**src/design/rdp_params.svh**
```systemverilog
`ifndef RDP_PARAMS_SVH
`define RDP_PARAMS_SVH

// descriptor tags and fixed lengths
`define RDP_TAG_MEDIA 8'h72
`define RDP_TAG_ACQ 8'h89
`define RDP_ACQ_LEN 8'h04

// tick timing: core clock and acquisition tick rate in Hz
`define RDP_CLK_HZ 100000000
`define RDP_TICK_HZ 90000
`define RDP_TICK_CYCLES (`RDP_CLK_HZ / `RDP_TICK_HZ)

// register byte addresses
`define RDP_OFS_CTRL 8'h00
`define RDP_OFS_RESOLVED 8'h04
`define RDP_OFS_META 8'h08
`define RDP_OFS_PARTIAL 8'h0C
`define RDP_OFS_COMPLETE 8'h10
`define RDP_OFS_REFMASK 8'h14
`define RDP_OFS_ACCESS 8'h18
`define RDP_OFS_STATUS 8'h1C
`define RDP_OFS_MAXAGE 8'h20
`define RDP_OFS_MEDIACNT 8'h24

// control fields
`define RDP_CTRL_LAZY 0
`define RDP_CTRL_FEEDBACK 1
`define RDP_CTRL_PARSE_EN 2
`define RDP_CTRL_START 3
`define RDP_CTRL_STOP 4
`define RDP_CTRL_RESET 32'h0000_0004

// access result fields
`define RDP_ACC_GRANT 0
`define RDP_ACC_UNRESOLVED 1
`define RDP_ACC_ABSENT 2
`define RDP_ACC_INDEX 8

// status fields
`define RDP_ST_RUNNING 0
`define RDP_ST_START_OK 1
`define RDP_ST_SUSPEND 2
`define RDP_ST_FEEDBACK 3
`define RDP_ST_MALFORMED 4
`define RDP_ST_NONASCII 5
`define RDP_ST_EXPIRED 6
`define RDP_ST_ARMED 7

`endif

```
**src/design/rdp_pkg.sv**
```systemverilog
package rdp_pkg;

    // parser position inside one descriptor
    typedef enum logic [1:0] {ST_TAG, ST_LEN, ST_BODY} rdp_state_type;

    // what the body bytes are used for
    typedef enum logic [1:0] {KIND_SKIP, KIND_MEDIA, KIND_ACQ} rdp_kind_type;

endpackage : rdp_pkg

```
**src/design/rdp_parser.sv**
```systemverilog
// The register offsets and the Wishbone register port were chosen for this implementation.
`timescale 1ns/1ps
`include "rdp_params.svh"

module rdp_parser
    import rdp_pkg::*;
#(
    parameter int NUM_RES = 8,
    parameter int FIFO_DEPTH = 4
)
(
    // clock and reset
    input wire logic core_clk,
    input wire logic reset_n,
    // descriptor byte stream from the demultiplexer
    input wire logic byteValid,
    output logic byteReady,
    input wire logic [7:0] byteData,
    // media-type characters to the application controller
    output logic charValid,
    input wire logic charReady,
    output logic [7:0] mediaTypeChar,
    output logic charLast,
    // acquisition result
    output logic [31:0] maxAge,
    output logic maxAgeValid,
    output logic descMalformed,
    // application control
    output logic appRunning,
    output logic appSuspend,
    output logic viewerFeedback,
    output logic ageExpired,
    // wishbone slave
    input wire logic [7:0] wb_adr_i,
    input wire logic [31:0] wb_dat_i,
    output logic [31:0] wb_dat_o,
    input wire logic wb_we_i,
    input wire logic [3:0] wb_sel_i,
    input wire logic wb_stb_i,
    input wire logic wb_cyc_i,
    output logic wb_ack_o
);

localparam int IW = (NUM_RES > 1) ? $clog2(NUM_RES) : 1;
localparam logic [10:0] TICK_CYCLES = 11'(`RDP_TICK_CYCLES);

function automatic logic [31:0] merge(input logic [31:0] old,
    input logic [31:0] data, input logic [3:0] sel);
    logic [31:0] res;
    res = old;
    for (int b = 0; b < 4; b++)
        if (sel[b])
            res[b*8 +: 8] = data[b*8 +: 8];
    return res;
endfunction : merge

////////////////////////////////////////////////////////////////////////////
// input buffer
logic fifoValid, fifoReady, take;
logic [7:0] fifoData;
logic [31:0] ctrl;

rdp_fifo #(.WIDTH(8), .DEPTH(FIFO_DEPTH)) inBuf (
    .core_clk(core_clk),
    .reset_n(reset_n),
    .inValid(byteValid),
    .inReady(byteReady),
    .inData(byteData),
    .outValid(fifoValid),
    .outReady(fifoReady),
    .outData(fifoData)
);

// a pending character the consumer has not taken stalls the stream
assign fifoReady = ctrl[`RDP_CTRL_PARSE_EN] && (!charValid || charReady);
assign take = fifoValid && fifoReady;

////////////////////////////////////////////////////////////////////////////
// descriptor parser
rdp_state_type state, next_state;
rdp_kind_type kind, next_kind;
logic [7:0] remain, next_remain;
logic [31:0] acc, next_acc, next_maxAge;
logic next_charValid, next_charLast, next_maxAgeValid, next_descMalformed;
logic [7:0] next_mediaTypeChar;
logic mediaSeen, next_mediaSeen;

always_comb
begin
    next_state = state;
    next_kind = kind;
    next_remain = remain;
    next_acc = acc;
    next_maxAge = maxAge;
    next_charValid = charValid && !charReady;
    next_mediaTypeChar = mediaTypeChar;
    next_charLast = charLast;
    next_maxAgeValid = 1'b0;
    next_descMalformed = 1'b0;
    next_mediaSeen = 1'b0;
    if (take)
    begin
        unique case (state)
            ST_TAG:
            begin
                if (fifoData == `RDP_TAG_MEDIA)
                    next_kind = KIND_MEDIA;
                else if (fifoData == `RDP_TAG_ACQ)
                    next_kind = KIND_ACQ;
                else
                    next_kind = KIND_SKIP;
                next_state = ST_LEN;
            end
            ST_LEN:
            begin
                next_remain = fifoData;
                next_acc = '0;
                next_mediaSeen = (kind == KIND_MEDIA);
                if (kind == KIND_ACQ && fifoData != `RDP_ACQ_LEN)
                begin
                    // bad length: flag, then skip by stated length
                    next_descMalformed = 1'b1;
                    next_kind = KIND_SKIP;
                end
                next_state = (fifoData == 8'h00) ? ST_TAG : ST_BODY;
            end
            ST_BODY:
            begin
                if (kind == KIND_MEDIA)
                begin
                    next_charValid = 1'b1;
                    next_mediaTypeChar = fifoData;
                    next_charLast = (remain == 8'h01);
                end
                else if (kind == KIND_ACQ)
                begin
                    next_acc = {acc[23:0], fifoData};
                    if (remain == 8'h01)
                    begin
                        next_maxAge = {acc[23:0], fifoData};
                        next_maxAgeValid = 1'b1;
                    end
                end
                next_remain = remain - 8'h01;
                if (remain == 8'h01)
                    next_state = ST_TAG;
            end
        endcase
    end
end

always_ff @(posedge core_clk or negedge reset_n)
begin
    if (!reset_n)
    begin
        state <= ST_TAG;
        kind <= KIND_SKIP;
        remain <= 8'h00;
        acc <= 32'h0000_0000;
        maxAge <= 32'h0000_0000;
        charValid <= 1'b0;
        mediaTypeChar <= 8'h00;
        charLast <= 1'b0;
        maxAgeValid <= 1'b0;
        descMalformed <= 1'b0;
        mediaSeen <= 1'b0;
    end
    else
    begin
        state <= next_state;
        kind <= next_kind;
        remain <= next_remain;
        acc <= next_acc;
        maxAge <= next_maxAge;
        charValid <= next_charValid;
        mediaTypeChar <= next_mediaTypeChar;
        charLast <= next_charLast;
        maxAgeValid <= next_maxAgeValid;
        descMalformed <= next_descMalformed;
        mediaSeen <= next_mediaSeen;
    end
end

////////////////////////////////////////////////////////////////////////////
// acquisition deadline timer, one step per 90 kHz tick
logic [10:0] divCnt, next_divCnt;
logic [31:0] ageLeft, next_ageLeft;
logic ageArmed, next_ageArmed, tick;

assign tick = (divCnt == TICK_CYCLES - 11'h001);

always_comb
begin
    next_divCnt = tick ? 11'h000 : divCnt + 11'h001;
    next_ageLeft = ageLeft;
    next_ageArmed = ageArmed;
    if (maxAgeValid)
    begin
        // a fresh deadline restarts the count
        next_ageLeft = maxAge;
        next_ageArmed = (maxAge != 32'h0000_0000);
    end
    else if (ageArmed && tick)
    begin
        next_ageLeft = ageLeft - 32'h0000_0001;
        next_ageArmed = (ageLeft != 32'h0000_0001);
    end
end

always_ff @(posedge core_clk or negedge reset_n)
begin
    if (!reset_n)
    begin
        divCnt <= 11'h000;
        ageLeft <= 32'h0000_0000;
        ageArmed <= 1'b0;
    end
    else
    begin
        divCnt <= next_divCnt;
        ageLeft <= next_ageLeft;
        ageArmed <= next_ageArmed;
    end
end

////////////////////////////////////////////////////////////////////////////
// registers, access control and application start
logic [NUM_RES-1:0] resolved, meta, partial, complete, refMask;
logic [NUM_RES-1:0] next_resolved, next_meta, next_partial;
logic [NUM_RES-1:0] next_complete, next_refMask;
logic [31:0] next_ctrl, accRes, next_accRes, stat, next_wb_dat_o;
logic [7:0] stickies, next_stickies;
logic [15:0] mediaCnt, next_mediaCnt;
logic next_appRunning, next_appSuspend, next_viewerFeedback, next_ack;
logic lazy, startOk, missing, wrStb, startReq, stopReq;
logic [IW-1:0] idx;

assign lazy = ctrl[`RDP_CTRL_LAZY];
assign wrStb = wb_cyc_i && wb_stb_i && wb_we_i && !wb_ack_o;
assign idx = wb_dat_i[IW-1:0];
assign missing = |(refMask & ~complete);
// conservative waits for whole bodies, lazy only for metadata
assign startOk = lazy ? &(~refMask | meta)
    : &(~refMask | complete);

always_comb
begin
    next_ack = wb_cyc_i && wb_stb_i && !wb_ack_o;
    next_ctrl = ctrl;
    next_resolved = resolved;
    next_meta = meta;
    next_partial = partial;
    next_complete = complete;
    next_refMask = refMask;
    next_accRes = accRes;
    startReq = 1'b0;
    stopReq = 1'b0;
    // cache bits change only by software; no ageing of entries
    next_stickies = stickies;
    if (wrStb)
    begin
        unique case (wb_adr_i)
            `RDP_OFS_CTRL:
            begin
                next_ctrl = merge(ctrl, wb_dat_i, wb_sel_i) & 32'h0000_0007;
                startReq = wb_sel_i[0] && wb_dat_i[`RDP_CTRL_START];
                stopReq = wb_sel_i[0] && wb_dat_i[`RDP_CTRL_STOP];
            end
            `RDP_OFS_RESOLVED:
                next_resolved = NUM_RES'(merge(32'(resolved), wb_dat_i,
                    wb_sel_i));
            `RDP_OFS_META:
                next_meta = NUM_RES'(merge(32'(meta), wb_dat_i, wb_sel_i));
            `RDP_OFS_PARTIAL:
                next_partial = NUM_RES'(merge(32'(partial), wb_dat_i,
                    wb_sel_i));
            `RDP_OFS_COMPLETE:
                next_complete = NUM_RES'(merge(32'(complete), wb_dat_i,
                    wb_sel_i));
            `RDP_OFS_REFMASK:
                next_refMask = NUM_RES'(merge(32'(refMask), wb_dat_i,
                    wb_sel_i));
            `RDP_OFS_ACCESS:
            begin
                next_accRes = 32'h0000_0000;
                next_accRes[`RDP_ACC_INDEX +: IW] = idx;
                next_accRes[`RDP_ACC_UNRESOLVED] = !resolved[idx];
                next_accRes[`RDP_ACC_ABSENT] =
                    !(partial[idx] || complete[idx]);
                next_accRes[`RDP_ACC_GRANT] = resolved[idx]
                    && (partial[idx] || complete[idx]);
            end
            `RDP_OFS_STATUS:
                if (wb_sel_i[0])
                    next_stickies = stickies & ~wb_dat_i[7:0];
            default:
                next_ctrl = ctrl;
        endcase
    end
    // a flag raised in the clearing cycle survives
    next_stickies[`RDP_ST_MALFORMED] = next_stickies[`RDP_ST_MALFORMED]
        || descMalformed;
    next_stickies[`RDP_ST_NONASCII] = next_stickies[`RDP_ST_NONASCII]
        || (take && state == ST_BODY && kind == KIND_MEDIA
        && fifoData[7]);
    next_stickies[`RDP_ST_EXPIRED] = next_stickies[`RDP_ST_EXPIRED]
        || (ageArmed && tick && ageLeft == 32'h0000_0001);
    next_mediaCnt = mediaSeen ? mediaCnt + 16'h0001 : mediaCnt;
    // start is refused while the mode's availability test fails
    next_appRunning = appRunning ? !stopReq
        : (startReq && startOk);
    next_appSuspend = next_appRunning && lazy && missing
        && !next_ctrl[`RDP_CTRL_FEEDBACK];
    next_viewerFeedback = next_appRunning && lazy && missing
        && next_ctrl[`RDP_CTRL_FEEDBACK];
end

assign stat = {24'h00_0000, ageArmed, stickies[6:4], viewerFeedback,
    appSuspend, startOk, appRunning};
assign ageExpired = stickies[`RDP_ST_EXPIRED];

// read data is captured with the acknowledge
always_comb
begin
    unique case (wb_adr_i)
        `RDP_OFS_CTRL: next_wb_dat_o = ctrl;
        `RDP_OFS_RESOLVED: next_wb_dat_o = 32'(resolved);
        `RDP_OFS_META: next_wb_dat_o = 32'(meta);
        `RDP_OFS_PARTIAL: next_wb_dat_o = 32'(partial);
        `RDP_OFS_COMPLETE: next_wb_dat_o = 32'(complete);
        `RDP_OFS_REFMASK: next_wb_dat_o = 32'(refMask);
        `RDP_OFS_ACCESS: next_wb_dat_o = accRes;
        `RDP_OFS_STATUS: next_wb_dat_o = stat;
        `RDP_OFS_MAXAGE: next_wb_dat_o = maxAge;
        `RDP_OFS_MEDIACNT: next_wb_dat_o = {16'h0000, mediaCnt};
        default: next_wb_dat_o = 32'h0000_0000;
    endcase
end

always_ff @(posedge core_clk or negedge reset_n)
begin
    if (!reset_n)
    begin
        wb_ack_o <= 1'b0;
        wb_dat_o <= 32'h0000_0000;
        ctrl <= `RDP_CTRL_RESET;
        resolved <= '0;
        meta <= '0;
        partial <= '0;
        complete <= '0;
        refMask <= '0;
        accRes <= 32'h0000_0000;
        stickies <= 8'h00;
        mediaCnt <= 16'h0000;
        appRunning <= 1'b0;
        appSuspend <= 1'b0;
        viewerFeedback <= 1'b0;
    end
    else
    begin
        wb_ack_o <= next_ack;
        wb_dat_o <= next_wb_dat_o;
        ctrl <= next_ctrl;
        resolved <= next_resolved;
        meta <= next_meta;
        partial <= next_partial;
        complete <= next_complete;
        refMask <= next_refMask;
        accRes <= next_accRes;
        stickies <= next_stickies;
        mediaCnt <= next_mediaCnt;
        appRunning <= next_appRunning;
        appSuspend <= next_appSuspend;
        viewerFeedback <= next_viewerFeedback;
    end
end

endmodule : rdp_parser

```
**src/design/rdp_fifo.sv**
```systemverilog
`timescale 1ns/1ps

module rdp_fifo
    import rdp_pkg::*;
#(
    parameter int WIDTH = 8,
    parameter int DEPTH = 4
)
(
    // clock and reset
    input wire logic core_clk,
    input wire logic reset_n,
    // fill side
    input wire logic inValid,
    output logic inReady,
    input wire logic [WIDTH-1:0] inData,
    // drain side
    output logic outValid,
    input wire logic outReady,
    output logic [WIDTH-1:0] outData
);

localparam int AW = (DEPTH > 1) ? $clog2(DEPTH) : 1;

logic [WIDTH-1:0] store [DEPTH];
logic [AW-1:0] wrPtr, rdPtr, next_wrPtr, next_rdPtr;
logic [AW:0] count, next_count;
logic push, pop;

////////////////////////////////////////////////////////////////////////////
// handshake and pointer update
assign inReady = (count != (AW + 1)'(DEPTH));
assign outValid = (count != '0);
assign outData = store[rdPtr];
assign push = inValid && inReady;
assign pop = outValid && outReady;

always_comb
begin
    next_wrPtr = wrPtr;
    next_rdPtr = rdPtr;
    // pointers wrap at depth, which need not be a power of two
    if (push)
        next_wrPtr = (wrPtr == AW'(DEPTH - 1)) ? '0 : AW'(wrPtr + 1'b1);
    if (pop)
        next_rdPtr = (rdPtr == AW'(DEPTH - 1)) ? '0 : AW'(rdPtr + 1'b1);
    next_count = count;
    if (push && !pop)
        next_count = (AW + 1)'(count + 1'b1);
    else if (pop && !push)
        next_count = (AW + 1)'(count - 1'b1);
end

always_ff @(posedge core_clk or negedge reset_n)
begin
    if (!reset_n)
    begin
        wrPtr <= '0;
        rdPtr <= '0;
        count <= '0;
    end
    else
    begin
        wrPtr <= next_wrPtr;
        rdPtr <= next_rdPtr;
        count <= next_count;
    end
end

// storage has no reset; nothing reads a slot before it is written
always_ff @(posedge core_clk)
begin
    if (push)
        store[wrPtr] <= inData;
end

endmodule : rdp_fifo

```
**config.mk**
```make
export PLATFORM = sky130hd
export DESIGN_NAME = rdp_parser
export DESIGN_NICKNAME = d
export VERILOG_FILES = /design/src/design/rdp_pkg.sv /design/src/design/rdp_parser.sv /design/src/design/rdp_fifo.sv
export VERILOG_INCLUDE_DIRS = /design/src /design/src/design
export SDC_FILE = /design/constraint.sdc
export NUM_CORES = 1
export LEC_CHECK = 0
export ABC_AREA = 1
export BUFFER_PORTS_ARGS = -buffer_cell sky130_fd_sc_hd__clkbuf_2
export CORE_MARGIN = 1.5
export CORE_UTILIZATION = 38
export CTS_CLUSTER_DIAMETER = 80
export DETAILED_ROUTE_END_ITERATION = 16
export PLACE_DENSITY = 0.61
export SLEW_MARGIN = 30
export SYNTH_ARGS = -nofsm -noshare
export SYNTH_HDL_FRONTEND = slang
export SYNTH_SLANG_ARGS = --single-unit
```
**constraint.sdc**
```tcl
create_clock -name core_clk -period 5.2 [get_ports core_clk]
set_input_delay 1.04 -clock core_clk [delete_from_list [all_inputs] [get_ports core_clk]]
set_output_delay 1.04 -clock core_clk [all_outputs]
set_load 0.01 [all_outputs]
```
==> impl_metrics.py, run 1 <==
metrics = {
    "status": {
        "outcome": "finished clean",
    },
    "synthesis": {
        "synth_top_area_share_pct": 44.8,
        "avgSynthCellArea_um2": 8.33,
        "synth_common_cells": "nand2_1 (425), dfrtp_1 (235), inv_1 (212)",
        "synth.most_common_cell": "nand2_1",
        "ys_async_sr_fraction_pct": 88.1,
        "synth_top_cells_by_area": "dfrtp_1 (45%), nand2_1 (12%), edfxtp_1 (7.3%)",
        "yosys_most_used_dff": "dfrtp_1",
        "ys_ff_latch": 268,
        "syn_inst": 1575,
        "yosysSeqAreaShare_pct": 52.4,
        "syn_nets": 1651,
        "yosysTopAreaCell": "dfrtp_1",
        "post_synth_num_cell_types": 49,
        "syn_area_mm2": 0.0131,
        "ys.warnings.count": 0,
        "synth-edff-count": 32,
    },
    "timing": {
        "tightest_slew_ns": 0.922,
        "worst_slack_ns": 2.47,
        "setup_viol": 0,
        "slew_violations": 0,
        "fmax_ghz": 0.366,
        "finalCritPeriodShare_pct": 52.5,
        "hold_viol_final": 0,
        "skew_ns": 0.0195,
        "fin_setup_tns_ns": 0,
        "final.min_clock_period_ns": 2.73,
        "slew_headroom_pct": 38.3,
        "rsz0062_at_grt": "no",
    },
    "worst_setup_path": {
        "cp_num_buf_inv": 4,
        "crit_fanout": 23,
        "critPathMaxStageDelay_ns": 0.66,
        "worstPathArrival_ns": 3.14,
        "worst_path_max_delay_cell": "nand2_1",
        "cp.required_ns": 5.61,
        "crit_chain": "clkbuf_2, inv_1, nand3_1, inv_1, nand2_1, clkinv_1, nand2_1, o21ai_0, nor2_1, nand3b_1",
        "startpoint_type": "input pin",
        "end_kind": "register",
        "cp_top_family": "simple AND/OR/NAND/NOR gates",
        "criticalPathCategory": "input pin to register",
    },
    "cells_and_area": {
        "n_antenna_cell": 0,
        "drive_gt1_share_pct": 14.6,
        "area.growth.synth_to_final_pct": 15.9,
        "finalInstanceArea_mm2": 0.0152,
        "nets": 1762,
    },
    "clock_tree": {
        "cts-root-buf": "clkbuf_16",
        "cts.sinks": 268,
        "post_cts_resized": 0,
        "htree_levels": 1,
        "cts_buffers": 31,
        "tritoncts": "yes",
        "clk_pin_slew_ns": 0.06,
        "post-cts-setup-buffer-count": 0,
        "clkLatencyLatePin_ns": 0.57,
        "ctsHoldBuffers": 0,
        "clockBufferDepth": 3,
    },
    "route": {
        "routed-wl-met3_um": 1670,
        "highest_layer": "met4",
        "dr.pass1.iters": 5,
        "drcViolationCount": 0,
        "drt_wl_total_um": 34400,
        "drt_iter0_markers": 687,
        "postRouteAntennaNets": 0,
        "vias": 10635,
        "dr_wl_met2_um": 15700,
        "met1_length_um": 15900,
        "viasPerCell": 4.93,
        "wl_per_cell_um": 15.9,
    },
    "global_routing": {
        "grt_pass1_wl_um": 56000,
        "grt_pass1_vias": 10372,
        "grt_max_degree": 127,
        "grt.total_usage_pct": 19.7,
        "grt-ovfl-total": 0,
        "antenna_found_initial": 0,
    },
    "place": {
        "place_ws_ns": 1.88,
        "numPortBuffers": 113,
        "hpwl_um": 24900,
        "place_area_mm2": 0.0141,
        "gp_congestion": 0.897,
    },
    "floorplan": {
        "initial_core_util_pct": 38.8,
        "dieArea_mm2": 0.0356,
        "die_h_um": 189,
        "pin_count": 141,
        "rows": 67,
        "die_w_um": 189,
        "coreArea_mm2": 0.0338,
    },
    "power": {
        "power.total_uw": 5020,
        "p_leak_uw": 0.00737,
        "vdd_drop_max_mv": 0.284,
        "p_per_area_mw_per_mm2": 331,
    },
    "worst_hold_path": {
        "hold_path.class": "input pin to asynchronous set/reset pin",
    },
    "flow_run": {
        "max_cap_viol_count": 0,
    },
}
==> final cells by class <==
type	count	area (µm²)
Clock buffer	44	946
Clock inverter	13	171
Fill cell	3321	18600
Inverter	220	828
Multi-Input combinational cell	1045	5180
Sequential cell	268	6870
Tap cell	448	561
Timing Repair Buffer	120	648
==> metrics by stage <==
step | util [%] | hold WS [ns] | cells
final | 45.0 | 0.370 | 2158
after global routing | 45.0 | 0.393 | 2158
after floorplan | - | 0.442 | 1575
after global placement | 41.6 | 0.455 | 2100
after detailed placement | 41.6 | 0.462 | 2100
after CTS | 44.9 | 0.474 | 2157
==> flip-flops by register name, summed over array words and instances, names as in the netlist, 11 cells and up <==
signal,count
ageLeft,32
inBuf.store,32
maxAge,32
wb_dat_o,32
acc,24
mediaCnt,16
divCnt,11
==> path summary, 6_finish.rpt <==
check	start	endpoint	slack (ns)	cells past startpoint
worst max-delay path	wb_adr_i[2]	wb_dat_o[2]$_DFF_PN0_	2.47	10
max in group asynchronous	reset_n	acc[21]$_DFFE_PN0P_	3.44	3
worst min-delay path	reset_n	mediaTypeChar[5]$_DFFE_PN0P_	0.37	1
min in group core_clk	mediaCnt[14]$_DFFE_PN0P_	mediaCnt[14]$_DFFE_PN0P_	0.47	1
worst max register to register	state[0]$_DFFE_PN0P_	maxAge[13]$_DFFE_PN0P_	2.63	7
worst min register to register	mediaCnt[14]$_DFFE_PN0P_	mediaCnt[14]$_DFFE_PN0P_	0.47	1
==> layer usage <==
metal	global-route usage, %	vias up
li1	-	5256
met1	27.4	5062
met2	31.4	246
met3	3.13	71
met4	6.50	0
met5	0	-
==> cell usage in the layout, fill, tap and decap left out, drive strengths merged, types with 2 or more instances in the layout <==
cell type	n
a21oi	19
buf	8
bufinv	4
clkbuf	156
clkinv	9
dfrtp	235
edfxtp	32
ha	16
inv	219
nand2	431
nand3	127
nand3b	2
nand4	12
nor2	167
nor3	17
nor4	2
o211ai	19
o21ai	175
o221ai	3
o22ai	14
o31ai	2
xnor2	7
xor2	25
==> power by group <==
part | leakage [µW] | switching (µW) | internal, µW
Combinational | 0.00344 | 269 | 122
Sequential | 0.00338 | 65.9 | 2250
Clock | 0.000557 | 865 | 1450
Total | 0.00737 | 1200 | 3820
==> worst reg2reg max path, cell delays in order (launching register included) <==
cell and delay, ns:
dfrtp_1 0.38, inv_1 0.09, ha_1 0.15, buf_4 0.43
inv_1 0.29, nor2_1 0.24, nand3_4 0.48, o21ai_0 0.40
==> logic make-up after synthesis <==
family / count (synthesis) / share of synthesized area [%]
flops: 268 / 52.4
simple gates: 760 / 25.3
fa+ha+maj: 17 / 1.68
compound gates: 235 / 10.2
mux: 1 / 0.0858
xor+xnor: 32 / 2.14
buf+inv: 262 / 8.25
No activity file was read; power rests on OpenSTA's default activity.
==> run 2: changes to the inputs <==
clock period = 2.75 ns   (was 5.2 ns; I/O delays follow)
==> run 2 against run 1 <==
The run now ends with negative hold slack left. Non-clock buffer count increased by 7. Via count increased by 0.86%. Final cell count increased by 0.23%. Worst hold slack got worse by 0.40 ns. Utilization about the same. Global-route usage increased by 0.11 points. Clock power increased by 77%. Worst setup slack got worse by 1.9 ns. Sequential cell count unchanged. Critical path type is now register to output port.
==> impl_metrics.py, run 2 (synthesis gave the netlist of run 1 again) <==
metrics = {
    "global_routing": {
        "grt_busiest_layer": "met2",
        "grt.met1_usage_pct": 27.5,
        "antenna_found_initial": 0,
        "grt.total_usage_pct": 19.8,
        "grt-ovfl-total": 0,
        "grt_pass1_vias": 10428,
        "grtUsageMet3_pct": 2.78,
        "grt_max_degree": 83,
        "met2_usage_pct": 32.1,
        "grt_pass1_wl_um": 56200,
    },
    "clock_tree": {
        "htree_levels": 1,
        "clkLatencyLatePin_ns": 0.57,
        "ctsHoldBuffers": 0,
        "post-cts-setup-buffer-count": 0,
        "cts-root-buf": "clkbuf_16",
        "cts_buffers": 30,
        "post_cts_resized": 0,
        "cts.sinks": 268,
        "clk_pin_slew_ns": 0.06,
        "tritoncts": "yes",
        "clockBufferDepth": 3,
    },
    "timing": {
        "setup_viol": 0,
        "tightest_slew_ns": 0.812,
        "slew_violations": 0,
        "finalCritPeriodShare_pct": 80.0,
        "skew_ns": 0.0146,
        "rsz0062_at_grt": "no",
        "final.min_clock_period_ns": 2.20,
        "slew_headroom_pct": 45.7,
        "timing.hold.ws_ns": -0.0312,
        "hold_viol_final": 10,
        "fmax_ghz": 0.454,
        "fin_setup_tns_ns": 0,
    },
    "floorplan": {
        "rows": 67,
        "coreArea_mm2": 0.0338,
        "die_h_um": 189,
        "initial_core_util_pct": 38.8,
        "pin_count": 141,
        "die_w_um": 189,
        "dieArea_mm2": 0.0356,
    },
    "place": {
        "gp_congestion": 0.909,
        "numPortBuffers": 113,
        "hpwl_um": 25400,
    },
    "route": {
        "drt_wl_total_um": 34600,
        "dr.pass1.iters": 5,
        "drt_iter0_markers": 792,
        "postRouteAntennaNets": 0,
        "wl_per_cell_um": 16.0,
        "viasPerCell": 4.96,
        "vias": 10726,
        "drcViolationCount": 0,
    },
    "cells_and_area": {
        "mostFrequentLayoutCells": "nand2_1 (425), dfrtp_1 (235), inv_1 (212)",
        "nets": 1768,
        "drive_gt1_share_pct": 14.5,
        "area.growth.synth_to_final_pct": 15.8,
        "layout_commonest_cell": "nand2_1",
        "n_antenna_cell": 0,
    },
    "flow_run": {
        "max_cap_viol_count": 0,
    },
    "worst_setup_path": {
        "end_kind": "output port",
        "worstPathArrival_ns": 1.65,
        "criticalPathCategory": "register to output port",
        "cp.required_ns": 2.20,
        "startpoint_type": "register",
        "crit_fanout": 19,
    },
    "status": {
        "outcome": "finished with violations",
        "violations": "negative hold slack",
    },
    "power": {
        "p_per_area_mw_per_mm2": 607,
        "vdd_drop_max_mv": 0.439,
        "power.total_uw": 9220,
        "p_leak_uw": 0.00737,
    },
    "worst_hold_path": {
        "hold_path.class": "input pin to asynchronous set/reset pin",
    },
}
-- run 2: cell types whose count changed in the layout (fill, tap and decap cells not counted), sizes merged --
cell / change
clkinvlp: -1
inv: -1
clkbuf: +1
buf: +7
bufinv: -1
-- run 2: final timing paths --
| check | startpoint | endpoint | slack, ns | cells past startpoint |
|---|---|---|---|---|
| setup / recovery | maxAgeValid$_DFF_PN0_ | maxAgeValid | 0.55 | 2 |
| hold / removal | reset_n | inBuf.wrPtr[1]$_DFFE_PN0P_ | -0.03 | 1 |
| setup reg to reg | divCnt[0]$_DFF_PN0_ | ageLeft[15]$_DFFE_PN0P_ | 0.56 | 8 |
| hold reg to reg | mediaCnt[14]$_DFFE_PN0P_ | mediaCnt[14]$_DFFE_PN0P_ | 0.46 | 1 |
| max in group asynchronous | reset_n | wb_dat_o[5]$_DFF_PN0_ | 2.01 | 2 |
| min in group core_clk | byteData[3] | inBuf.store[0][3]$_DFFE_PP_ | 0.20 | 1 |
-- run 2: critical path, cell delays in order, from the launching register on --
cell,delay (ns)
dfrtp_1,0.58
buf_4,0.33
clkbuf_2,0.17
-- run 2: layout make-up --
| type | count | area (µm²) |
|---|---|---|
| Timing Repair Buffer | 127 | 743 |
| Sequential cell | 268 | 6870 |
| Multi-Input combinational cell | 1045 | 5170 |
| Clock inverter | 10 | 129 |
| Inverter | 220 | 828 |
| Tap cell | 448 | 561 |
| Clock buffer | 45 | 888 |
| Fill cell | 3343 | 18600 |
-- run 2: metrics by stage --
stage	area [µm²]	cells	utilization (%)	setup WS, ns
floorplan	13100	1575	-	0.739
global placement	14200	2108	41.9	0.479
detailed placement	14200	2108	41.9	0.440
CTS	15200	2163	45.0	0.545
global route	15200	2163	45.0	0.340
finish	15200	2163	45.0	0.550
-- run 2: layer usage --
layer / vias to the layer above / part of all wire (%)
met2: 237 / 46
li1: 5268 / -
met1: 5160 / 46
met5: - / 0
met3: 61 / 4.7
met4: 0 / 2.5
-- run 2: report_power, final --
part           switching [µW]  internal (µW)
Clock                    1610           2500
Sequential                127           4250
Combinational             497            237
Total                    2240           6990
